## src/logic/pmic_params.svh

```systemverilog
// Purpose: constants of the power-control register bank
// Assumes: 200 MHz clock, byte-wide register port
// Notes: offsets are byte addresses of the register port
`ifndef PMIC_PARAMS_SVH
`define PMIC_PARAMS_SVH
`define CLOCK_MHZ 200
`define KHZ_PER_MHZ 1000
`define RST_SHORT_MS 11
`define RST_LONG_MS 90
`define DEBOUNCE_MS 30
`define DELAY_W 25
`define ADDR_CTRL0 8'h09
`define ADDR_CTRL1 8'h0a
`define ADDR_GPIO_DATA 8'h0b
`define ADDR_GPIO_DIR 8'h0c
`define ADDR_CHG_MASK 8'h0d
`define ADDR_CHG_STATUS 8'h10
`define BIT_PWM 7
`define BIT_BUCK_BAD 6
`define BIT_LIN_BAD 5
`define BIT_HOLD 5
`define BIT_BUTTON 4
`define BIT_MUX 2
`define BIT_AMP 1
`define BIT_DELAY 0
`define BIT_LED3 7
`define BIT_LED2 6
`define DEF_PWM 1'h0
`define DEF_HOLD 1'h0
`define DEF_MUX 1'h1
`define DEF_AMP 1'h0
`define DEF_DELAY 1'h1
`define DEF_DATA 4'hf
`define DEF_DIR 4'h3
`define DEF_LED 2'h3
`define DEF_MASK 8'hff
`define BOTH_EDGE_EVENTS 8'h0c
`endif

```

## src/logic/pmic_pkg.sv

```systemverilog
// Purpose: state types of the power-control register bank
// Assumes: widths come from pmic_params.svh
// Notes: one packed struct per module holds all its state
`default_nettype none
`include "pmic_params.svh"
package pmic_pkg;
    typedef enum logic [1:0] {SEQ_HOLD, SEQ_DELAY, SEQ_RUN} seq_type;

    typedef struct packed {
        logic forced_pwm;
        logic hold;
        logic mux_sel;
        logic amp_en;
        logic delay_long;
        logic [3:0] data;
        logic [3:0] dir;
        logic [1:0] led;
        logic [7:0] mask;
        logic [7:0] status;
        logic [7:0] ev_prev;
        logic [7:0] rdata;
        seq_type seq;
        logic [`DELAY_W-1:0] count;
        logic rails_en;
        logic amp_out;
        logic mux_out;
        logic rst_n_out;
        logic [3:0] pin_oe;
        logic [3:0] pin_level;
        logic pending;
    } core_state_type;

    typedef struct packed {
        logic stable;
        logic [`DELAY_W-1:0] count;
    } bounce_state_type;
endpackage : pmic_pkg
`default_nettype wire

```

## src/logic/button_if.sv

```systemverilog
// Purpose: raw button level in, debounced press out
// Assumes: raw level already synchronous to the clock
// Notes: the button pin is active low
`timescale 1ns/1ps
`default_nettype none
interface button_if;
    logic raw_n;
    logic pressed;
    modport debounce (input raw_n, output pressed);
    modport user (output raw_n, input pressed);
endinterface : button_if
`default_nettype wire

```

## src/logic/pmic_ctrl_regs.sv

```systemverilog
// Purpose: control, status, GPIO and charger mask registers
// Assumes: register port synchronous, one access per cycle
// Notes: read data appears one cycle after reg_rd
`timescale 1ns/1ps
`default_nettype none
`include "pmic_params.svh"
module pmic_ctrl_regs import pmic_pkg::*; #(
    parameter bit HAS_AMP = 1'b1,
    parameter int SHORT_DELAY_CYCLES = `RST_SHORT_MS * `KHZ_PER_MHZ * `CLOCK_MHZ,
    parameter int LONG_DELAY_CYCLES = `RST_LONG_MS * `KHZ_PER_MHZ * `CLOCK_MHZ,
    parameter int DEBOUNCE_CYCLES = `DEBOUNCE_MS * `KHZ_PER_MHZ * `CLOCK_MHZ
) (
    input wire logic clock,
    input wire logic nrst,
    input wire logic uvlo,
    input wire logic [7:0] reg_addr,
    input wire logic reg_wr,
    input wire logic reg_rd,
    input wire logic [7:0] reg_wdata,
    output logic [7:0] reg_rdata,
    input wire logic buck_good,
    input wire logic linreg_good,
    input wire logic button_input_pin_n,
    input wire logic charger_input_good,
    input wire logic [7:0] charger_events,
    input wire logic [3:0] gpio_in,
    output logic [3:0] gpio_out,
    output logic [3:0] gpio_oe,
    output logic [1:0] led_current_mode,
    output logic forced_pwm,
    output logic rails_enable,
    output logic measure_source_select,
    output logic measure_amp_enable,
    output logic reset_delay_long,
    output logic system_reset_n,
    output logic event_pending
);
    if (SHORT_DELAY_CYCLES < 1 || SHORT_DELAY_CYCLES >= (1 << `DELAY_W)) begin : bad_short
        $error("pmic_ctrl_regs: SHORT_DELAY_CYCLES out of range");
    end
    if (LONG_DELAY_CYCLES < 1 || LONG_DELAY_CYCLES >= (1 << `DELAY_W)) begin : bad_long
        $error("pmic_ctrl_regs: LONG_DELAY_CYCLES out of range");
    end

    localparam core_state_type RESET_STATE = '{
        forced_pwm: `DEF_PWM,
        hold: `DEF_HOLD,
        mux_sel: `DEF_MUX,
        amp_en: `DEF_AMP,
        delay_long: `DEF_DELAY,
        data: `DEF_DATA,
        dir: `DEF_DIR,
        led: `DEF_LED,
        mask: `DEF_MASK,
        status: 8'h00,
        ev_prev: 8'h00,
        rdata: 8'h00,
        seq: SEQ_HOLD,
        count: '0,
        rails_en: 1'h0,
        amp_out: 1'h0,
        mux_out: 1'h0,
        rst_n_out: 1'h0,
        pin_oe: 4'h0,
        pin_level: 4'h0,
        pending: 1'h0
    };

    core_state_type state_reg;
    core_state_type state_next;

    button_if btn ();

    // button level goes straight to the debouncer
    assign btn.raw_n = button_input_pin_n;

    button_debounce #(
        .STABLE_CYCLES(DEBOUNCE_CYCLES)
    ) debounce_inst (
        .clock(clock),
        .nrst(nrst),
        .uvlo(uvlo),
        .btn(btn)
    );

    // address match shared by the write and read paths
    function automatic logic hit(input logic [7:0] addr, input logic [7:0] target);
        hit = (addr == target);
    endfunction : hit

    logic buck_bad;
    logic linreg_bad;
    logic [7:0] ev_edges;
    logic [7:0] ev_set;
    logic [7:0] ev_clear;
    logic rails_ok;

    // power-bad also reads one while the rails are switched off
    assign buck_bad = !(buck_good && state_reg.rails_en);
    assign linreg_bad = !(linreg_good && state_reg.rails_en);
    assign rails_ok = state_reg.rails_en && buck_good && linreg_good;

    // rising edges for all events, both edges for charge-active and input-good
    assign ev_edges = (charger_events & ~state_reg.ev_prev)
        | ((charger_events ^ state_reg.ev_prev) & `BOTH_EDGE_EVENTS);
    assign ev_set = ev_edges & ~state_reg.mask;
    assign ev_clear = (reg_rd && hit(reg_addr, `ADDR_CHG_STATUS)) ? 8'hff : 8'h00;

    always_comb begin
        state_next = state_reg;
        state_next.ev_prev = charger_events;

        // register writes; unused bits have no storage so writes vanish
        if (reg_wr) begin
            if (hit(reg_addr, `ADDR_CTRL0)) begin
                state_next.forced_pwm = reg_wdata[`BIT_PWM];
            end
            if (hit(reg_addr, `ADDR_CTRL1)) begin
                state_next.hold = reg_wdata[`BIT_HOLD];
                state_next.mux_sel = reg_wdata[`BIT_MUX];
                state_next.amp_en = reg_wdata[`BIT_AMP];
                state_next.delay_long = reg_wdata[`BIT_DELAY];
            end
            if (hit(reg_addr, `ADDR_GPIO_DATA)) begin
                state_next.data = reg_wdata[3:0];
            end
            if (hit(reg_addr, `ADDR_GPIO_DIR)) begin
                state_next.led = {reg_wdata[`BIT_LED3], reg_wdata[`BIT_LED2]};
                state_next.dir = reg_wdata[3:0];
            end
            if (hit(reg_addr, `ADDR_CHG_MASK)) begin
                state_next.mask = reg_wdata;
            end
        end

        // a new event in the read cycle survives the clear
        state_next.status = (state_reg.status & ~ev_clear) | ev_set;
        state_next.pending = |state_next.status;

        // read data is captured now and presented next cycle
        if (reg_rd) begin
            if (hit(reg_addr, `ADDR_CTRL0)) begin
                state_next.rdata = {state_reg.forced_pwm, buck_bad, linreg_bad, 5'h00};
            end else if (hit(reg_addr, `ADDR_CTRL1)) begin
                state_next.rdata = {2'h0, state_reg.hold, btn.pressed, 1'h0,
                    state_reg.mux_sel, state_reg.amp_en, state_reg.delay_long};
            end else if (hit(reg_addr, `ADDR_GPIO_DATA)) begin
                state_next.rdata = {4'h0, gpio_in};
            end else if (hit(reg_addr, `ADDR_GPIO_DIR)) begin
                state_next.rdata = {state_reg.led, 2'h0, state_reg.dir};
            end else if (hit(reg_addr, `ADDR_CHG_MASK)) begin
                state_next.rdata = state_reg.mask;
            end else if (hit(reg_addr, `ADDR_CHG_STATUS)) begin
                state_next.rdata = state_reg.status;
            end else begin
                state_next.rdata = 8'h00;
            end
        end

        // rail enable and measurement controls
        state_next.rails_en = state_reg.hold | btn.pressed;
        state_next.mux_out = HAS_AMP & state_reg.mux_sel;
        state_next.amp_out = HAS_AMP & (state_reg.amp_en | charger_input_good);

        // open-drain pins: only ever pull low, release means high impedance
        for (int i = 0; i < 4; i++) begin
            state_next.pin_oe[i] = !state_reg.dir[i] && !state_reg.data[i];
        end
        // LED mode overrides direction on the two upper pins
        if (state_reg.led[0]) begin
            state_next.pin_oe[2] = !state_reg.data[2];
        end
        if (state_reg.led[1]) begin
            state_next.pin_oe[3] = !state_reg.data[3];
        end

        // output reset held for the chosen delay once both rails are good
        unique case (state_reg.seq)
            SEQ_HOLD: begin
                state_next.rst_n_out = 1'h0;
                if (rails_ok) begin
                    state_next.seq = SEQ_DELAY;
                    state_next.count = state_reg.delay_long
                        ? `DELAY_W'(LONG_DELAY_CYCLES - 1)
                        : `DELAY_W'(SHORT_DELAY_CYCLES - 1);
                end
            end
            SEQ_DELAY: begin
                if (!rails_ok) begin
                    state_next.seq = SEQ_HOLD;
                end else if (state_reg.count == '0) begin
                    state_next.seq = SEQ_RUN;
                    state_next.rst_n_out = 1'h1;
                end else begin
                    state_next.count = state_reg.count - `DELAY_W'(1);
                end
            end
            SEQ_RUN: begin
                if (!rails_ok) begin
                    state_next.seq = SEQ_HOLD;
                    state_next.rst_n_out = 1'h0;
                end
            end
        endcase
    end

    // undervoltage and reset both reload every default
    always_ff @(posedge clock) begin
        if (!nrst || uvlo) begin
            state_reg <= RESET_STATE;
        end else begin
            state_reg <= state_next;
        end
    end

    assign reg_rdata = state_reg.rdata;
    assign gpio_out = state_reg.pin_level;
    assign gpio_oe = state_reg.pin_oe;
    assign led_current_mode = state_reg.led;
    assign forced_pwm = state_reg.forced_pwm;
    assign rails_enable = state_reg.rails_en;
    assign measure_source_select = state_reg.mux_out;
    assign measure_amp_enable = state_reg.amp_out;
    assign reset_delay_long = state_reg.delay_long;
    assign system_reset_n = state_reg.rst_n_out;
    assign event_pending = state_reg.pending;
endmodule : pmic_ctrl_regs
`default_nettype wire

```

## src/logic/button_debounce.sv

```systemverilog
// Purpose: debounce the push-button level
// Assumes: button pin active low, synchronous input
// Notes: a new level must hold STABLE_CYCLES cycles to be accepted
`timescale 1ns/1ps
`default_nettype none
`include "pmic_params.svh"
module button_debounce import pmic_pkg::*; #(
    parameter int STABLE_CYCLES = `DEBOUNCE_MS * `KHZ_PER_MHZ * `CLOCK_MHZ
) (
    input wire logic clock,
    input wire logic nrst,
    input wire logic uvlo,
    button_if.debounce btn
);
    if (STABLE_CYCLES < 1 || STABLE_CYCLES >= (1 << `DELAY_W)) begin : bad_stable
        $error("button_debounce: STABLE_CYCLES out of range");
    end

    bounce_state_type state_reg;
    bounce_state_type state_next;

    // count only while the raw level disagrees; any bounce restarts it
    always_comb begin
        state_next = state_reg;
        if (!btn.raw_n != state_reg.stable) begin
            if (state_reg.count == `DELAY_W'(STABLE_CYCLES - 1)) begin
                state_next.stable = !btn.raw_n;
                state_next.count = '0;
            end else begin
                state_next.count = state_reg.count + `DELAY_W'(1);
            end
        end else begin
            state_next.count = '0;
        end
    end

    always_ff @(posedge clock) begin
        if (!nrst || uvlo) begin
            state_reg <= '0;
        end else begin
            state_reg <= state_next;
        end
    end

    assign btn.pressed = state_reg.stable;
endmodule : button_debounce
`default_nettype wire

```

## config.mk

```make
export PLATFORM = sky130hd
export DESIGN_NAME = pmic_ctrl_regs
export DESIGN_NICKNAME = d
export VERILOG_FILES = /design/src/logic/pmic_pkg.sv /design/src/logic/button_if.sv /design/src/logic/pmic_ctrl_regs.sv /design/src/logic/button_debounce.sv
export VERILOG_INCLUDE_DIRS = /design/src /design/src/logic
export SDC_FILE = /design/constraint.sdc
export NUM_CORES = 1
export LEC_CHECK = 0
export BUFFER_PORTS_ARGS = -buffer_cell sky130_fd_sc_hd__buf_2
export CORE_UTILIZATION = 30
export DETAILED_ROUTE_END_ITERATION = 7
export PLACE_DENSITY = 0.44
export SLEW_MARGIN = 5
export SYNTH_ARGS = -nofsm -noshare
export SYNTH_HDL_FRONTEND = slang
export SYNTH_SLANG_ARGS = --single-unit
export TNS_END_PERCENT = 5
```

## constraint.sdc

```tcl
create_clock -name clock -period 3.15 [get_ports clock]
set_clock_uncertainty 0.05 [all_clocks]
set_input_delay 0.63 -clock clock [delete_from_list [all_inputs] [get_ports clock]]
set_output_delay 0.63 -clock clock [all_outputs]
set_load 0.02 [all_outputs]
```

==> Implementation_results.wiki <==
{| class="wikitable"
! Metric !! Value
|-
| Run status || complete, no violations
|-
| Antenna cell count || 0
|-
| Highest net fanout along the worst path || 21
|-
| Level count of the clock H-tree || 3
|-
| Cell-internal power || 2060 uW
|-
| Antenna Violating Nets Remaining || 0
|-
| Drc violations || 0
|-
| Core Box Area || 0.0175 sq mm
|-
| Maximum clock rate || 0.392 GHz
|-
| Most area-hungry cell type in the Yosys netlist || sky130_fd_sc_hd__dfxtp_1
|-
| Die Footprint || 0.0187 sq mm
|-
| Global route overflow || 0
|-
| Number of synthesized flops with an enable pin || 0
|-
| Class of the tightest hold or removal check || reg -> reg
|-
| I/O pin total || 62
|-
| Final Slew Violations || 0
|-
| Area used by multi-input combinational logic || 0.00292 sq mm
|-
| Post-route setup TNS || 0 ns
|-
| Resized Gates After CTS || 0
|-
| Number of buffers on the longest clock path || 2
|-
| Hold-fix buffers, CTS || 0
|-
| Area share of the largest cell type after synthesis || 0.401
|-
| Clock network latency to the later pin of the worst-skew pair || between 0.3 and 0.4 ns
|-
| Global routing usage summed across all routing layers || 0.162
|-
| Setup fix buffers added after clock tree synthesis || 0
|-
| Placement row count || 48
|-
| Yosys synthesis warning count || 0
|-
| Crit start category || flip-flop
|-
| TritonCTS clock tree || done
|-
| Post-route fraction of the period consumed by the critical path || 0.809
|-
| Initial cell density of the core || 0.311
|-
| Static power due to leakage || 0.00229 uW
|-
| Number of non-filler instances in the completed layout || 895
|-
| 1st-iter DRT viols || approximately 360
|-
| CTS sink count || 109
|-
| Depth of the worst register-to-register path || 6
|-
| Post-Syn Instances || 636
|-
| Number of clock buffers inserted by TritonCTS || 9
|-
| Clock transition time at the flip-flop clock pins of the worst setup and hold paths || 0.07 ns
|-
| Synth-to-Final Area Change || 12.6%
|-
| NumNets Final || ~700
|-
| Final HPWL DP || about 10 mm
|-
| Ratio of total power to cell area || around 440 mW/mm^2
|-
| Largest net degree at the start of global routing || 36
|-
| Number of fillers in the final layout || approximately 1800
|-
| Final setup vio count || 0
|-
| Post-synthesis average cell area || between 8 and 9 sq um
|-
| Min Tclk post-route || approximately 2.5 ns
|-
| Part of the Yosys area used for sequential elements || 0.401
|-
| Count of unique library cells instantiated by Yosys || between 70 and 80
|-
| Power share of the combinational group || 0.049
|-
| Count of buffers from port buffering || 57
|-
| Switching share of total power || 0.238
|-
| Cell area after technology mapping || around 0.0054 sq mm
|-
| Relative contribution of the clock network to total power || 0.438
|-
| Vias post-DR || 4606
|-
| Synth Register Bits || 109
|-
| Most repeated cell in the gate-level netlist after synthesis || sky130_fd_sc_hd__dfxtp_1
|-
| Via count of the first global-routing pass || 4403
|-
| WP data arrival || approximately 2.8 ns
|-
| Drt wl/cell || about 16 um
|-
| Die H || around 140 um
|-
| Total Routed Length || 14.4 mm
|-
| Total net switching power || 644 uW
|-
| Peak ir drop on the vdd network || between 0.2 and 0.25 mV
|-
| Die outline width || 137 um
|-
| Share of flip-flops with an asynchronous set or reset after synthesis || 0
|-
| Max-cap violation count || 0
|-
| Critical path endpoint category || flip-flop
|-
| Crit Path Class || reg -> reg
|-
| Most frequent cells after synthesis || 109 x sky130_fd_sc_hd__dfxtp_1, 64 x sky130_fd_sc_hd__nor2_1, 61 x sky130_fd_sc_hd__nand2_1
|-
| Number of hold violations in the final report || 0
|-
| Data required time at the worst endpoint || 3.35 ns
|-
| RD Place Congestion || 0.786
|-
| Largest register FFs || 61
|-
| Number of vias per cell || 5.15
|-
| Clock tree root buffer cell || sky130_fd_sc_hd__clkbuf_16
|-
| FF/Latch Area || 0.00218 sq mm
|-
| Cell count after placement || 880
|-
| Slew of the pin with the lowest slew margin || 0.608 ns
|-
| Fraction of layout instances using a drive strength above 1 || 0.170
|-
| Detailed-routing iteration count for the pre-antenna-repair pass || 4
|-
| Global-route wire length before repair || 23.2 mm
|-
| Unrepaired setup endpoints after global routing || false
|-
| Most common flop cell mapped by yosys || sky130_fd_sc_hd__dfxtp_1
|-
| Most area-consuming cells after synthesis || sky130_fd_sc_hd__dfxtp_1 40%, sky130_fd_sc_hd__nor2_1 4.4%, sky130_fd_sc_hd__nand2_1 4.2%
|-
| Worst rel slew slack || 0.595
|-
| Hold Path Depth || 1
|-
| Antenna violations before repair || 0
|-
| Share of power burned in registers || 0.514
|}
[metal layers]
layer  vias up  share of wire  GRT usage
met5         -              0          0
met4         0          0.027     0.0790
met3        22          0.037     0.0244
met2        96           0.48      0.276
met1      2174           0.45      0.199
li1       2314              -          -
[worst max-delay path, cell delays in order, from the launching register on]
cell	delay, ns
sky130_fd_sc_hd__dfxtp_1	0.36
sky130_fd_sc_hd__inv_1	0.08
sky130_fd_sc_hd__ha_1	0.34
sky130_fd_sc_hd__nand2b_1	0.25
sky130_fd_sc_hd__or2_2	0.46
sky130_fd_sc_hd__a2111oi_0	0.50
sky130_fd_sc_hd__mux2_2	0.39
[per-stage QoR]
stage | setup slack, ns | power [uW] | area (sq um) | hold WS, ns | util
5_1_grt | 0.453 | 2800 | 6130 | 0.394 | 0.351
4_1_cts | 0.586 | 2750 | 6130 | 0.370 | 0.351
2_1_floorplan | 0.936 | 1500 | 5450 | 0.342 | -
3_3_place_gp | 0.599 | 1550 | 5830 | 0.357 | 0.333
6_report | 0.602 | 2700 | 6130 | 0.364 | 0.351
3_5_place_dp | 0.584 | 1550 | 5830 | 0.358 | 0.333
[worst paths after layout]
| path | start | endpoint | slack [ns] |
|---|---|---|---|
| worst max-delay path | state_reg[39] | state_reg[23] | 0.60 |
| worst min-delay path | state_reg[81] | gpio_oe[3] | 0.36 |
| worst max register to register | state_reg[39] | state_reg[23] | 0.60 |
| worst min register to register | state_reg[81] | gpio_oe[3] | 0.36 |
[area by class of cell]
cell class | count | share of cell area
clock buffers | 9 | 0.0367
clock inverters | 6 | 0.0131
inverters | 17 | 0.0104
multi-input cells | 461 | 0.476
flip-flops and latches | 109 | 0.356
well taps | 225 | 0.0459
repair buffers | 68 | 0.0620
[layout by cell type, fill, tap and decap left out, types with 3 or more instances in the layout]
master                      count
sky130_fd_sc_hd__dfxtp_1      109
sky130_fd_sc_hd__nor2_1        64
sky130_fd_sc_hd__nand2_1       61
sky130_fd_sc_hd__buf_2         57
sky130_fd_sc_hd__nand3_1       45
sky130_fd_sc_hd__a21oi_1       27
sky130_fd_sc_hd__xnor2_1       22
sky130_fd_sc_hd__nor3_1        22
sky130_fd_sc_hd__inv_1         17
sky130_fd_sc_hd__nand2b_1      16
sky130_fd_sc_hd__and3_1        13
sky130_fd_sc_hd__and2_1        12
sky130_fd_sc_hd__mux2i_1       12
sky130_fd_sc_hd__buf_4         10
sky130_fd_sc_hd__o21ai_0        9
sky130_fd_sc_hd__clkbuf_16      9
sky130_fd_sc_hd__nor4_1         8
sky130_fd_sc_hd__a31oi_1        8
sky130_fd_sc_hd__a311oi_1       7
sky130_fd_sc_hd__nand4_1        7
sky130_fd_sc_hd__a211oi_1       7
sky130_fd_sc_hd__a22oi_1        6
sky130_fd_sc_hd__and4_1         6
sky130_fd_sc_hd__mux2_2         6
sky130_fd_sc_hd__ha_1           6
sky130_fd_sc_hd__nor2b_1        5
sky130_fd_sc_hd__xor2_1         5
sky130_fd_sc_hd__o211ai_1       4
sky130_fd_sc_hd__o22ai_1        4
sky130_fd_sc_hd__nand4b_1       4
sky130_fd_sc_hd__or4_1          4
sky130_fd_sc_hd__o2111ai_1      4
sky130_fd_sc_hd__conb_1         4
sky130_fd_sc_hd__a22o_1         3
sky130_fd_sc_hd__nor4_4         3
sky130_fd_sc_hd__or2_2          3
sky130_fd_sc_hd__o2bb2ai_1      3
sky130_fd_sc_hd__nor3b_1        3
[cell families after synthesis]
| group | after synthesis | share of synthesized area |
|---|---|---|
| other | 1 | 0.000689 |
| AOI/OAI and AO/OA | 107 | 0.139 |
| xor gates and xnor gates | 27 | 0.0434 |
| buffers and inverters | 69 | 0.0676 |
| adders and majority gates | 6 | 0.0138 |
| DFF | 109 | 0.401 |
| muxes | 18 | 0.0345 |
| and+or+nand+nor | 299 | 0.300 |
[power groups by stage]
stage                     Combinational (uW)  Sequential [uW]  Clock [uW]
after floorplan                         81.6             1420           0
after global placement                   132             1420           0
after detailed placement                 133             1420           0
after CTS                                133             1390        1230
after global routing                     145             1390        1270
final                                    132             1390        1180
No activity file was read; power rests on OpenSTA's default activity.
